[src/core/wdw_pkg.sv]
// package of constants, types and decode functions for the windowed watchdog
package wdw_pkg;

  // ==========================================================================
  // register bus geometry and offsets
  localparam int ADDR_W = 4;
  localparam int DATA_W = 16;
  localparam logic [3:0] ADDR_CFG = 4'h0;
  localparam logic [3:0] ADDR_CTRL1 = 4'h1;
  localparam logic [3:0] ADDR_CTRL2 = 4'h2;
  localparam logic [3:0] ADDR_CLEAR = 4'h3;
  localparam logic [3:0] ADDR_STATUS = 4'h4;
  localparam logic [3:0] ADDR_MASK = 4'h5;
  localparam logic [3:0] ADDR_KEY = 4'h6;
  localparam logic [3:0] ADDR_COUNT = 4'h7;
  localparam logic [3:0] ADDR_STATE = 4'h8;

  // ==========================================================================
  // configuration word layout and reset value
  localparam int CFG_CCS_LSB = 11;
  localparam int CFG_CWS_LSB = 8;
  localparam int CFG_MODE_LSB = 5;
  localparam int CFG_CPS_LSB = 0;
  localparam logic [15:0] CFG_RESET = 16'h3f7f;
  localparam logic [15:0] CFG_IMPL_MASK = 16'h3f7f;

  // control register fields
  localparam int CTRL1_SEN_BIT = 0;
  localparam int CTRL1_PER_LSB = 1;
  localparam int CTRL2_WIN_LSB = 0;
  localparam int CTRL2_CLK_BIT = 4;
  localparam int CTRL2_OPEN_BIT = 7;

  // status bits
  localparam int STS_TIMEOUT_BIT = 0;
  localparam int STS_EARLY_BIT = 1;

  // ==========================================================================
  // mode, clock, window and period codes
  localparam logic [1:0] MODE_OFF = 2'h0;
  localparam logic [1:0] MODE_SW = 2'h1;
  localparam logic [1:0] MODE_AWAKE = 2'h2;
  localparam logic [1:0] MODE_ALWAYS = 2'h3;
  localparam logic [2:0] CCS_LF = 3'h0;
  localparam logic [2:0] CCS_MF = 3'h1;
  localparam logic [2:0] CCS_SOFT = 3'h7;
  localparam logic [2:0] CWS_SOFT = 3'h7;
  localparam logic [2:0] WIN_RESET = 3'h7;
  localparam logic [4:0] CPS_SOFT = 5'h1f;
  localparam logic [4:0] CPS_SOFT_LOAD = 5'h0b;
  localparam logic [4:0] CPS_MAX = 5'h12;
  localparam logic [4:0] DIV_BASE_EXP = 5'h05;

  // reference oscillator rates, for timeout estimates
  localparam int LF_OSC_HZ = 31000;
  localparam int MF_OSC_HZ = 31250;

  // keyed access sequence
  localparam logic [15:0] KEY_FIRST = 16'h0055;
  localparam logic [15:0] KEY_SECOND = 16'h00aa;

  typedef enum logic [1:0] {KEY_IDLE, KEY_ONE, KEY_OPEN} wdw_key_t;

  // closed part of the period in eighths for a window code
  function automatic logic [2:0] wdw_closed_eighths(input logic [2:0] cws);
    logic [2:0] e;
    e = 3'h0;
    case (cws)
      3'h0: e = 3'h7;
      3'h1: e = 3'h6;
      3'h2: e = 3'h5;
      3'h3: e = 3'h4;
      3'h4: e = 3'h3;
      3'h5: e = 3'h2;
      default: e = 3'h0;
    endcase
    return e;
  endfunction

  // period code limited to the largest divider
  function automatic logic [4:0] wdw_eff_period(input logic [4:0] c);
    return (c > CPS_MAX) ? CPS_MAX : c;
  endfunction

endpackage

[src/core/wdw_count.sv]
// watchdog reference counter with period compare and window threshold
`timescale 1ns/10ps
module wdw_count #(
  parameter int CNT_W = 24
) (
  input wire logic clk_sys,
  input wire logic arst_n,
  input wire logic tick,
  input wire logic run,
  input wire logic clear,
  input wire logic [4:0] period,
  input wire logic [2:0] window,
  output logic timeout,
  output logic window_open,
  output logic [CNT_W-1:0] count
);
  import wdw_pkg::*;

  logic [CNT_W-1:0] limit;
  logic [CNT_W-1:0] thr;
  logic [CNT_W-1:0] eighth;
  logic [CNT_W-1:0] closed;
  logic at_end;

  // ==========================================================================
  // divider is 2^(code+5), code limited to 10010, so each code step up to 10010 doubles the timeout
  assign limit = {{(CNT_W-1){1'b0}}, 1'b1} <<
                 (DIV_BASE_EXP + wdw_eff_period(period));
  assign eighth = limit >> 3;
  assign closed = {{(CNT_W-3){1'b0}}, wdw_closed_eighths(window)};
  assign thr = eighth * closed;
  assign window_open = (count >= thr);
  assign at_end = (count == limit - {{(CNT_W-1){1'b0}}, 1'b1});

  // counts reference ticks while running, holds while suspended
  always_ff @(posedge clk_sys or negedge arst_n) begin
    if (!arst_n) begin
      count <= '0;
    end else if (clear) begin
      count <= '0;
    end else if (run && tick) begin
      if (at_end) begin
        count <= '0;
      end else begin
        count <= count + {{(CNT_W-1){1'b0}}, 1'b1};
      end
    end
  end

  // one-cycle pulse when the divider count is reached without a clear
  always_ff @(posedge clk_sys or negedge arst_n) begin
    if (!arst_n) begin
      timeout <= 1'b0;
    end else begin
      timeout <= run && tick && at_end && !clear;
    end
  end

endmodule

[src/core/wdw_windowed_watchdog.sv]
// windowed watchdog top: configuration decode, control registers, events
//
// Behaviour
// - mode 00 keeps watchdog off, ignores enable, clock
// - mode 11 runs awake and asleep
// - mode 10 runs awake, suspends in sleep
// - mode 01 follows software enable bit
// - clock codes 000, 010-110 pick low oscillator
// - code 001 picks mid oscillator; 111 software
// - window code sets closed eighths of period
// - window changes free only with code 111
// - period codes up to 10010 load directly
// - period code 11111 loads 01011, software-changeable
//
// Design decisions made here: the register offsets and the address-and-strobe port.
`timescale 1ns/10ps
module wdw_windowed_watchdog #(
  parameter int CNT_W = 24
) (
  input wire logic clk_sys,
  input wire logic arst_n,
  input wire logic [wdw_pkg::ADDR_W-1:0] reg_addr,
  input wire logic [wdw_pkg::DATA_W-1:0] reg_wdata,
  input wire logic reg_wr,
  input wire logic reg_rd,
  output logic [wdw_pkg::DATA_W-1:0] reg_rdata,
  input wire logic lf_osc_tick,
  input wire logic mf_osc_tick,
  input wire logic sleep_active,
  output logic wdog_sys_reset,
  output logic wdog_running,
  output logic irq
);
  import wdw_pkg::*;

  // ==========================================================================
  // state
  logic [15:0] watchdog_config_word;
  logic runtime_software_enable;
  logic [4:0] runtime_period_field;
  logic [2:0] runtime_window;
  logic sw_clk_mf;
  logic [1:0] status;
  logic [1:0] mask;
  wdw_key_t key_state;
  logic run;

  logic [1:0] wdog_operating_mode;
  logic [2:0] wdog_clock_source_select;
  logic [2:0] wdog_window_size_select;
  logic [4:0] wdog_period_select;
  logic wr_cfg, wr_ctrl1, wr_ctrl2, wr_clear, wr_status, wr_mask, wr_key;
  logic enabled, next_run, sel_mf, ref_tick;
  logic clr_req, early, timeout, window_open, cnt_clear;
  logic win_wr_ok;
  logic [1:0] next_status;
  logic [CNT_W-1:0] count;

  // ==========================================================================
  // configuration word fields
  assign wdog_operating_mode = watchdog_config_word[CFG_MODE_LSB +: 2];
  assign wdog_clock_source_select = watchdog_config_word[CFG_CCS_LSB +: 3];
  assign wdog_window_size_select = watchdog_config_word[CFG_CWS_LSB +: 3];
  assign wdog_period_select = watchdog_config_word[CFG_CPS_LSB +: 5];

  // write strobes decoded per register
  always_comb begin
    wr_cfg = 1'b0;
    wr_ctrl1 = 1'b0;
    wr_ctrl2 = 1'b0;
    wr_clear = 1'b0;
    wr_status = 1'b0;
    wr_mask = 1'b0;
    wr_key = 1'b0;
    if (reg_wr && reg_addr == ADDR_CFG) begin
      wr_cfg = 1'b1;
    end else if (reg_wr && reg_addr == ADDR_CTRL1) begin
      wr_ctrl1 = 1'b1;
    end else if (reg_wr && reg_addr == ADDR_CTRL2) begin
      wr_ctrl2 = 1'b1;
    end else if (reg_wr && reg_addr == ADDR_CLEAR) begin
      wr_clear = 1'b1;
    end else if (reg_wr && reg_addr == ADDR_STATUS) begin
      wr_status = 1'b1;
    end else if (reg_wr && reg_addr == ADDR_MASK) begin
      wr_mask = 1'b1;
    end else if (reg_wr && reg_addr == ADDR_KEY) begin
      wr_key = 1'b1;
    end
  end

  // ==========================================================================
  // operating mode decode
  always_comb begin
    enabled = 1'b0;
    next_run = 1'b0;
    case (wdog_operating_mode)
      MODE_OFF: begin
        enabled = 1'b0;
        next_run = 1'b0;
      end
      MODE_SW: begin
        enabled = runtime_software_enable;
        next_run = runtime_software_enable;
      end
      MODE_AWAKE: begin
        enabled = 1'b1;
        next_run = !sleep_active;
      end
      default: begin
        enabled = 1'b1;
        next_run = 1'b1;
      end
    endcase
  end

  // registered run level feeds the counter and the running output
  always_ff @(posedge clk_sys or negedge arst_n) begin
    if (!arst_n) begin
      run <= 1'b0;
      wdog_running <= 1'b0;
    end else begin
      run <= next_run;
      wdog_running <= next_run;
    end
  end

  // reference clock choice; reserved codes fall back to the low oscillator
  assign sel_mf = (wdog_clock_source_select == CCS_MF) ||
                  (wdog_clock_source_select == CCS_SOFT && sw_clk_mf);
  assign ref_tick = sel_mf ? mf_osc_tick : lf_osc_tick;

  // ==========================================================================
  // configuration word; a write reloads the runtime period and window as at power-on, not the software enable or clock choice
  always_ff @(posedge clk_sys or negedge arst_n) begin
    if (!arst_n) begin
      watchdog_config_word <= CFG_RESET;
    end else if (wr_cfg) begin
      watchdog_config_word <= reg_wdata & CFG_IMPL_MASK;
    end
  end

  // software enable and runtime period
  always_ff @(posedge clk_sys or negedge arst_n) begin
    if (!arst_n) begin
      runtime_software_enable <= 1'b0;
      runtime_period_field <= CPS_SOFT_LOAD;
    end else if (wr_cfg) begin
      if (reg_wdata[CFG_CPS_LSB +: 5] == CPS_SOFT) begin
        runtime_period_field <= CPS_SOFT_LOAD;
      end else begin
        runtime_period_field <= reg_wdata[CFG_CPS_LSB +: 5];
      end
    end else if (wr_ctrl1) begin
      runtime_software_enable <= reg_wdata[CTRL1_SEN_BIT];
      if (wdog_period_select == CPS_SOFT) begin
        runtime_period_field <= reg_wdata[CTRL1_PER_LSB +: 5];
      end
    end
  end

  // window writes need code 111 or an open key sequence
  assign win_wr_ok = (wdog_window_size_select == CWS_SOFT) ||
                     (key_state == KEY_OPEN);

  // runtime window and software clock choice
  always_ff @(posedge clk_sys or negedge arst_n) begin
    if (!arst_n) begin
      runtime_window <= WIN_RESET;
      sw_clk_mf <= 1'b0;
    end else if (wr_cfg) begin
      runtime_window <= reg_wdata[CFG_CWS_LSB +: 3];
    end else if (wr_ctrl2) begin
      if (win_wr_ok) begin
        runtime_window <= reg_wdata[CTRL2_WIN_LSB +: 3];
      end
      if (wdog_clock_source_select == CCS_SOFT) begin
        sw_clk_mf <= reg_wdata[CTRL2_CLK_BIT];
      end
    end
  end

  // keyed access: two key writes open one window write
  always_ff @(posedge clk_sys or negedge arst_n) begin
    if (!arst_n) begin
      key_state <= KEY_IDLE;
    end else begin
      case (key_state)
        KEY_IDLE: begin
          if (wr_key && reg_wdata == KEY_FIRST) begin
            key_state <= KEY_ONE;
          end
        end
        KEY_ONE: begin
          if (wr_key && reg_wdata == KEY_SECOND) begin
            key_state <= KEY_OPEN;
          end else if (reg_wr) begin
            key_state <= KEY_IDLE;
          end
        end
        default: begin
          if (wr_ctrl2 || wr_key || wr_cfg) begin
            key_state <= KEY_IDLE;
          end
        end
      endcase
    end
  end

  // ==========================================================================
  // counter and reset events
  assign clr_req = wr_clear && reg_wdata[0];
  assign early = clr_req && run && !window_open;
  assign cnt_clear = clr_req || !enabled || wr_cfg;

  wdw_count #(
    .CNT_W(CNT_W)
  ) u_count (
    .clk_sys(clk_sys),
    .arst_n(arst_n),
    .tick(ref_tick),
    .run(run),
    .clear(cnt_clear),
    .period(runtime_period_field),
    .window(runtime_window),
    .timeout(timeout),
    .window_open(window_open),
    .count(count)
  );

  // system reset request pulse
  always_ff @(posedge clk_sys or negedge arst_n) begin
    if (!arst_n) begin
      wdog_sys_reset <= 1'b0;
    end else begin
      wdog_sys_reset <= timeout || early;
    end
  end

  // ==========================================================================
  // sticky status, set wins over a write-one clear
  always_comb begin
    next_status = status;
    if (wr_status) begin
      next_status = status & ~reg_wdata[1:0];
    end
    if (timeout) begin
      next_status[STS_TIMEOUT_BIT] = 1'b1;
    end
    if (early) begin
      next_status[STS_EARLY_BIT] = 1'b1;
    end
  end

  // status, mask and interrupt level
  always_ff @(posedge clk_sys or negedge arst_n) begin
    if (!arst_n) begin
      status <= 2'h0;
      mask <= 2'h0;
      irq <= 1'b0;
    end else begin
      status <= next_status;
      if (wr_mask) begin
        mask <= reg_wdata[1:0];
      end
      irq <= |(next_status & (wr_mask ? reg_wdata[1:0] : mask));
    end
  end

  // ==========================================================================
  // read data, one cycle after the read strobe, zero otherwise
  always_ff @(posedge clk_sys or negedge arst_n) begin
    if (!arst_n) begin
      reg_rdata <= 16'h0000;
    end else if (!reg_rd) begin
      reg_rdata <= 16'h0000;
    end else if (reg_addr == ADDR_CFG) begin
      reg_rdata <= watchdog_config_word;
    end else if (reg_addr == ADDR_CTRL1) begin
      reg_rdata <= {10'h000, runtime_period_field, runtime_software_enable};
    end else if (reg_addr == ADDR_CTRL2) begin
      reg_rdata <= {8'h00, window_open, 2'h0, sw_clk_mf, 1'b0,
                    runtime_window};
    end else if (reg_addr == ADDR_STATUS) begin
      reg_rdata <= {14'h0000, status};
    end else if (reg_addr == ADDR_MASK) begin
      reg_rdata <= {14'h0000, mask};
    end else if (reg_addr == ADDR_COUNT) begin
      reg_rdata <= count[CNT_W-1 -: 16];
    end else if (reg_addr == ADDR_STATE) begin
      reg_rdata <= {12'h000, sel_mf, key_state == KEY_OPEN, window_open, run};
    end else begin
      reg_rdata <= 16'h0000;
    end
  end
endmodule

[config.mk]
export PLATFORM = sky130hd
export DESIGN_NAME = wdw_windowed_watchdog
export DESIGN_NICKNAME = d
export VERILOG_FILES = /design/src/core/wdw_pkg.sv /design/src/core/wdw_count.sv /design/src/core/wdw_windowed_watchdog.sv
export SDC_FILE = /design/constraint.sdc
export NUM_CORES = 1
export LEC_CHECK = 0
export BUFFER_PORTS_ARGS = -buffer_cell sky130_fd_sc_hd__clkbuf_2
export CORE_ASPECT_RATIO = 1.1
export CORE_MARGIN = 3
export CORE_UTILIZATION = 40
export DETAILED_ROUTE_END_ITERATION = 10
export PLACE_DENSITY = 0.66
export SLEW_MARGIN = 20
export SYNTH_ARGS = -nofsm -noshare
export SYNTH_HDL_FRONTEND = slang
export SYNTH_HIERARCHICAL = 1
export SYNTH_SLANG_ARGS = --single-unit
[constraint.sdc]
create_clock -name clk_sys -period 5.5 [get_ports clk_sys]
set_input_delay 0.275 -clock clk_sys [delete_from_list [all_inputs] [get_ports clk_sys]]
set_output_delay 0.275 -clock clk_sys [all_outputs]
set_load 0.01 [all_outputs]
==> impl_metrics.json <==
{
  "critPathRequiredTime_ns": 5.72,
  "maxCapViolCount": 0,
  "start_kind": "flop",
  "ioPinCount": 46,
  "num_vias": 6670,
  "core_area_sq_mm": 0.01714,
  "syn_avg_cell_area_sq_um": 7.973,
  "viasPerCell": 5.696,
  "grt_pass1_wl_um": 32250,
  "finalWirelength_um": 20310,
  "drv_slew": 0,
  "dieArea_sq_mm": 0.01919,
  "synth-edff-count": 0,
  "synthDistinctLibCells": 77,
  "leakage_nw": 3.727,
  "antenna_left": 0,
  "synth_cells": 881,
  "netlist_top_cells_area": "dfrtp_1, ha_1, dfstp_2, nand2_1, fa_1",
  "p_sw_share_pct": 37.55,
  "worst-setup-path-type": "flop to flop",
  "ys_seq_area_share_pct": 26.34,
  "path_clk_slew_ns": 0.06,
  "clockBufferDepth": 2,
  "clock-sinks": 73,
  "htreeDepth": 3,
  "synth_ff_type": "dfrtp_1",
  "synth_common_cells": "nand2_1, inv_1, dfrtp_1, nor2_1, ha_1",
  "arrival_ns": 5.49,
  "p_switching_mw": 0.7783,
  "numCtsBuffers": 9,
  "finalSetupViolCount": 0,
  "yosysWarnings": 6,
  "grt_pass1_vias": 6225,
  "num_rows": 50,
  "tritoncts": "done",
  "end_kind": "flop",
  "antenna-diode-count": 0,
  "gr-total-overflow": 0,
  "synth_most_common_cell": "nand2_1",
  "synth_top_area_cell": "dfrtp_1",
  "skew_ns": 0.01298,
  "stdcell_count": 1171,
  "clkLatencyLatePin_ns": 0.34,
  "area_delta_synth_final_pct": 17.19,
  "hold_buffers": 0,
  "clkPwrFrac_pct": 27.7,
  "p_seq_share_pct": 32.5,
  "die_y_um": 145.0,
  "wl_per_cell_um": 17.34,
  "synth_top_area_share_pct": 19.24,
  "internal_power_mw": 1.294,
  "placed_cells": 1147,
  "powerDensity_mw_per_mm2": 251.8,
  "place_congestion": 0.9052,
  "finalCritPeriodShare_pct": 95.95,
  "postSynth.asyncResetShare_pct": 100.0,
  "relSlewSlack_pct": 38.49,
  "path_max_fanout": 8,
  "synthesis.area_sq_mm": 0.007024,
  "fin_crit_ns": 5.277,
  "ir_drop_mv": 0.2157,
  "die_width_um": 132.4,
  "tightest_slew_ns": 0.9227,
  "hpwlAfterDp_um": 15030,
  "max_freq_mhz": 189.5,
  "grt_antenna_before_repair": 0,
  "fin_util_pct": 48.02,
  "grt_max_degree": 74,
  "fill_cells": 1664,
  "hold_violations": 0,
  "port_buffers": 45,
  "cts-root-buf": "clkbuf_16",
  "nets": 1028,
  "drt_pre_antenna_iters": 5,
  "start_util_pct": 40.98,
  "grt_use_total_pct": 20.46,
  "drcViolationCount": 0,
  "ys_ff_latch": 73,
  "hp-class": "input port to asynchronous set/reset pin",
  "outcome": "finished clean",
  "drtIter0Drc": 493,
  "drive_gt1_share_pct": 20.81,
  "p_comb_share_pct": 39.8
}
## routing by layer
layer | up-vias | global-route usage [%] | wire length (um)
met1 | 3180 | 26.42 | 8562
met4 | 0 | 8.680 | 724
li1 | 3213 | - | -
met5 | - | 0 | 0
met2 | 231 | 33.66 | 9755
met3 | 46 | 3.675 | 1262
## through the flow
step	setup TNS [ns]	hold slack, ns	total power, mW	cell area, sq um	worst slack [ns]
global route	-0.01285	0.1450	2.206	8232	-0.01190
floorplan	0	-0.02059	1.169	7047	0.06079
CTS	-0.0004357	0.1135	2.016	7943	-0.0004357
finish	0	0.07262	2.073	8232	0.2229
global placement	-0.03195	0.4576	1.411	7607	-0.03195
detailed placement	-0.4338	0.4646	1.422	7607	-0.1739
## area by class of cell
cell class	instances	area [sq um]	share of cell area, %
timing repair buffer	87	559.3	6.794
clock inverter	6	60.06	0.7296
multi-input combinational	701	5015	60.92
clock buffer	10	229.0	2.782
sequential	73	1851	22.48
tap	234	292.8	3.557
inverter	60	225.2	2.736
## cell families after synthesis
logic type | after synthesis | share of synthesized area [%]
other cells | 2 | 0.1069
simple gates | 373 | 27.20
buf+inv | 113 | 6.502
xor+xnor | 34 | 4.435
fa+ha+maj | 69 | 14.43
flops | 73 | 26.34
compound gates | 200 | 18.45
mux | 17 | 2.529
## critical path: stages (launching register included)
cell and delay [ns]:
dfstp_2 0.61, or3b_4 0.42, or3_4 0.34, fa_1 0.52, inv_2 0.05, ha_4 0.24, o21ai_0 0.19, o21bai_1 0.13
or2_2 0.31, a31o_2 0.26, a21oi_2 0.14, xor2_1 0.24, ha_1 0.21, nand4_1 0.11, nor4_2 0.28, o21ai_1 0.12
a31o_2 0.26, a21oi_2 0.16, buf_4 0.14, nor3b_1 0.05, a21o_1 0.17, a22o_1 0.20
## flip-flops by register name, summed over array words and instances (netlist names)
name and count:
watchdog_config_word 13, reg_rdata 16, run 1, status 2, runtime_window 3, wdog_sys_reset 1, runtime_period_field 5, u_count/timeout 1
key_state 2, u_count/count 24, irq 1, mask 2, sw_clk_mf 1, runtime_software_enable 1
## power groups by stage
stage / clock network, mW / logic, mW / registers (mW)
after detailed placement: 0 / 0.740 / 0.681
after global routing: 0.607 / 0.916 / 0.682
after global placement: 0 / 0.731 / 0.680
after CTS: 0.586 / 0.758 / 0.672
after floorplan: 0 / 0.517 / 0.652
final: 0.574 / 0.824 / 0.675
## cells in the final DEF (no fill, tap or decap), drive strengths merged, types with 8 or more instances in the layout
cell / count
mux2i: 11
and3: 24
a31oi: 10
dfstp: 19
conb: 8
a211oi: 9
clkbuf: 54
nand3: 29
a22o: 10
xnor2: 15
xor2: 18
or3: 36
a21o: 12
o21ai: 61
buf: 43
ha: 49
nand4: 13
nor2: 53
a21oi: 40
o31ai: 8
nand2: 130
nor4: 11
nor3: 24
inv: 60
fa: 20
dfrtp: 54
nand2b: 14
or2: 9
## repair_timing
item / 4_1_cts / 5_1_grt
pin swaps: 3 / 26
setup buffers: 2 / 7
setup endpoints to repair: 5 / 5
resized for setup: 10 / 48
## path summary, 6_finish.rpt
kind,slack [ns],to,cells past startpoint,start
max,0.22,irq,21,runtime_period_field[1]
min,0.07,u_count/count[14],1,arst_n
max reg2reg,0.22,irq,21,runtime_period_field[1]
min reg2reg,0.48,watchdog_config_word[8],2,watchdog_config_word[8]
max in group asynchronous,4.82,reg_rdata[1],1,arst_n
min in group clk_sys,0.12,run,2,sleep_active
Note: power is estimated with default switching activity, not from simulation.
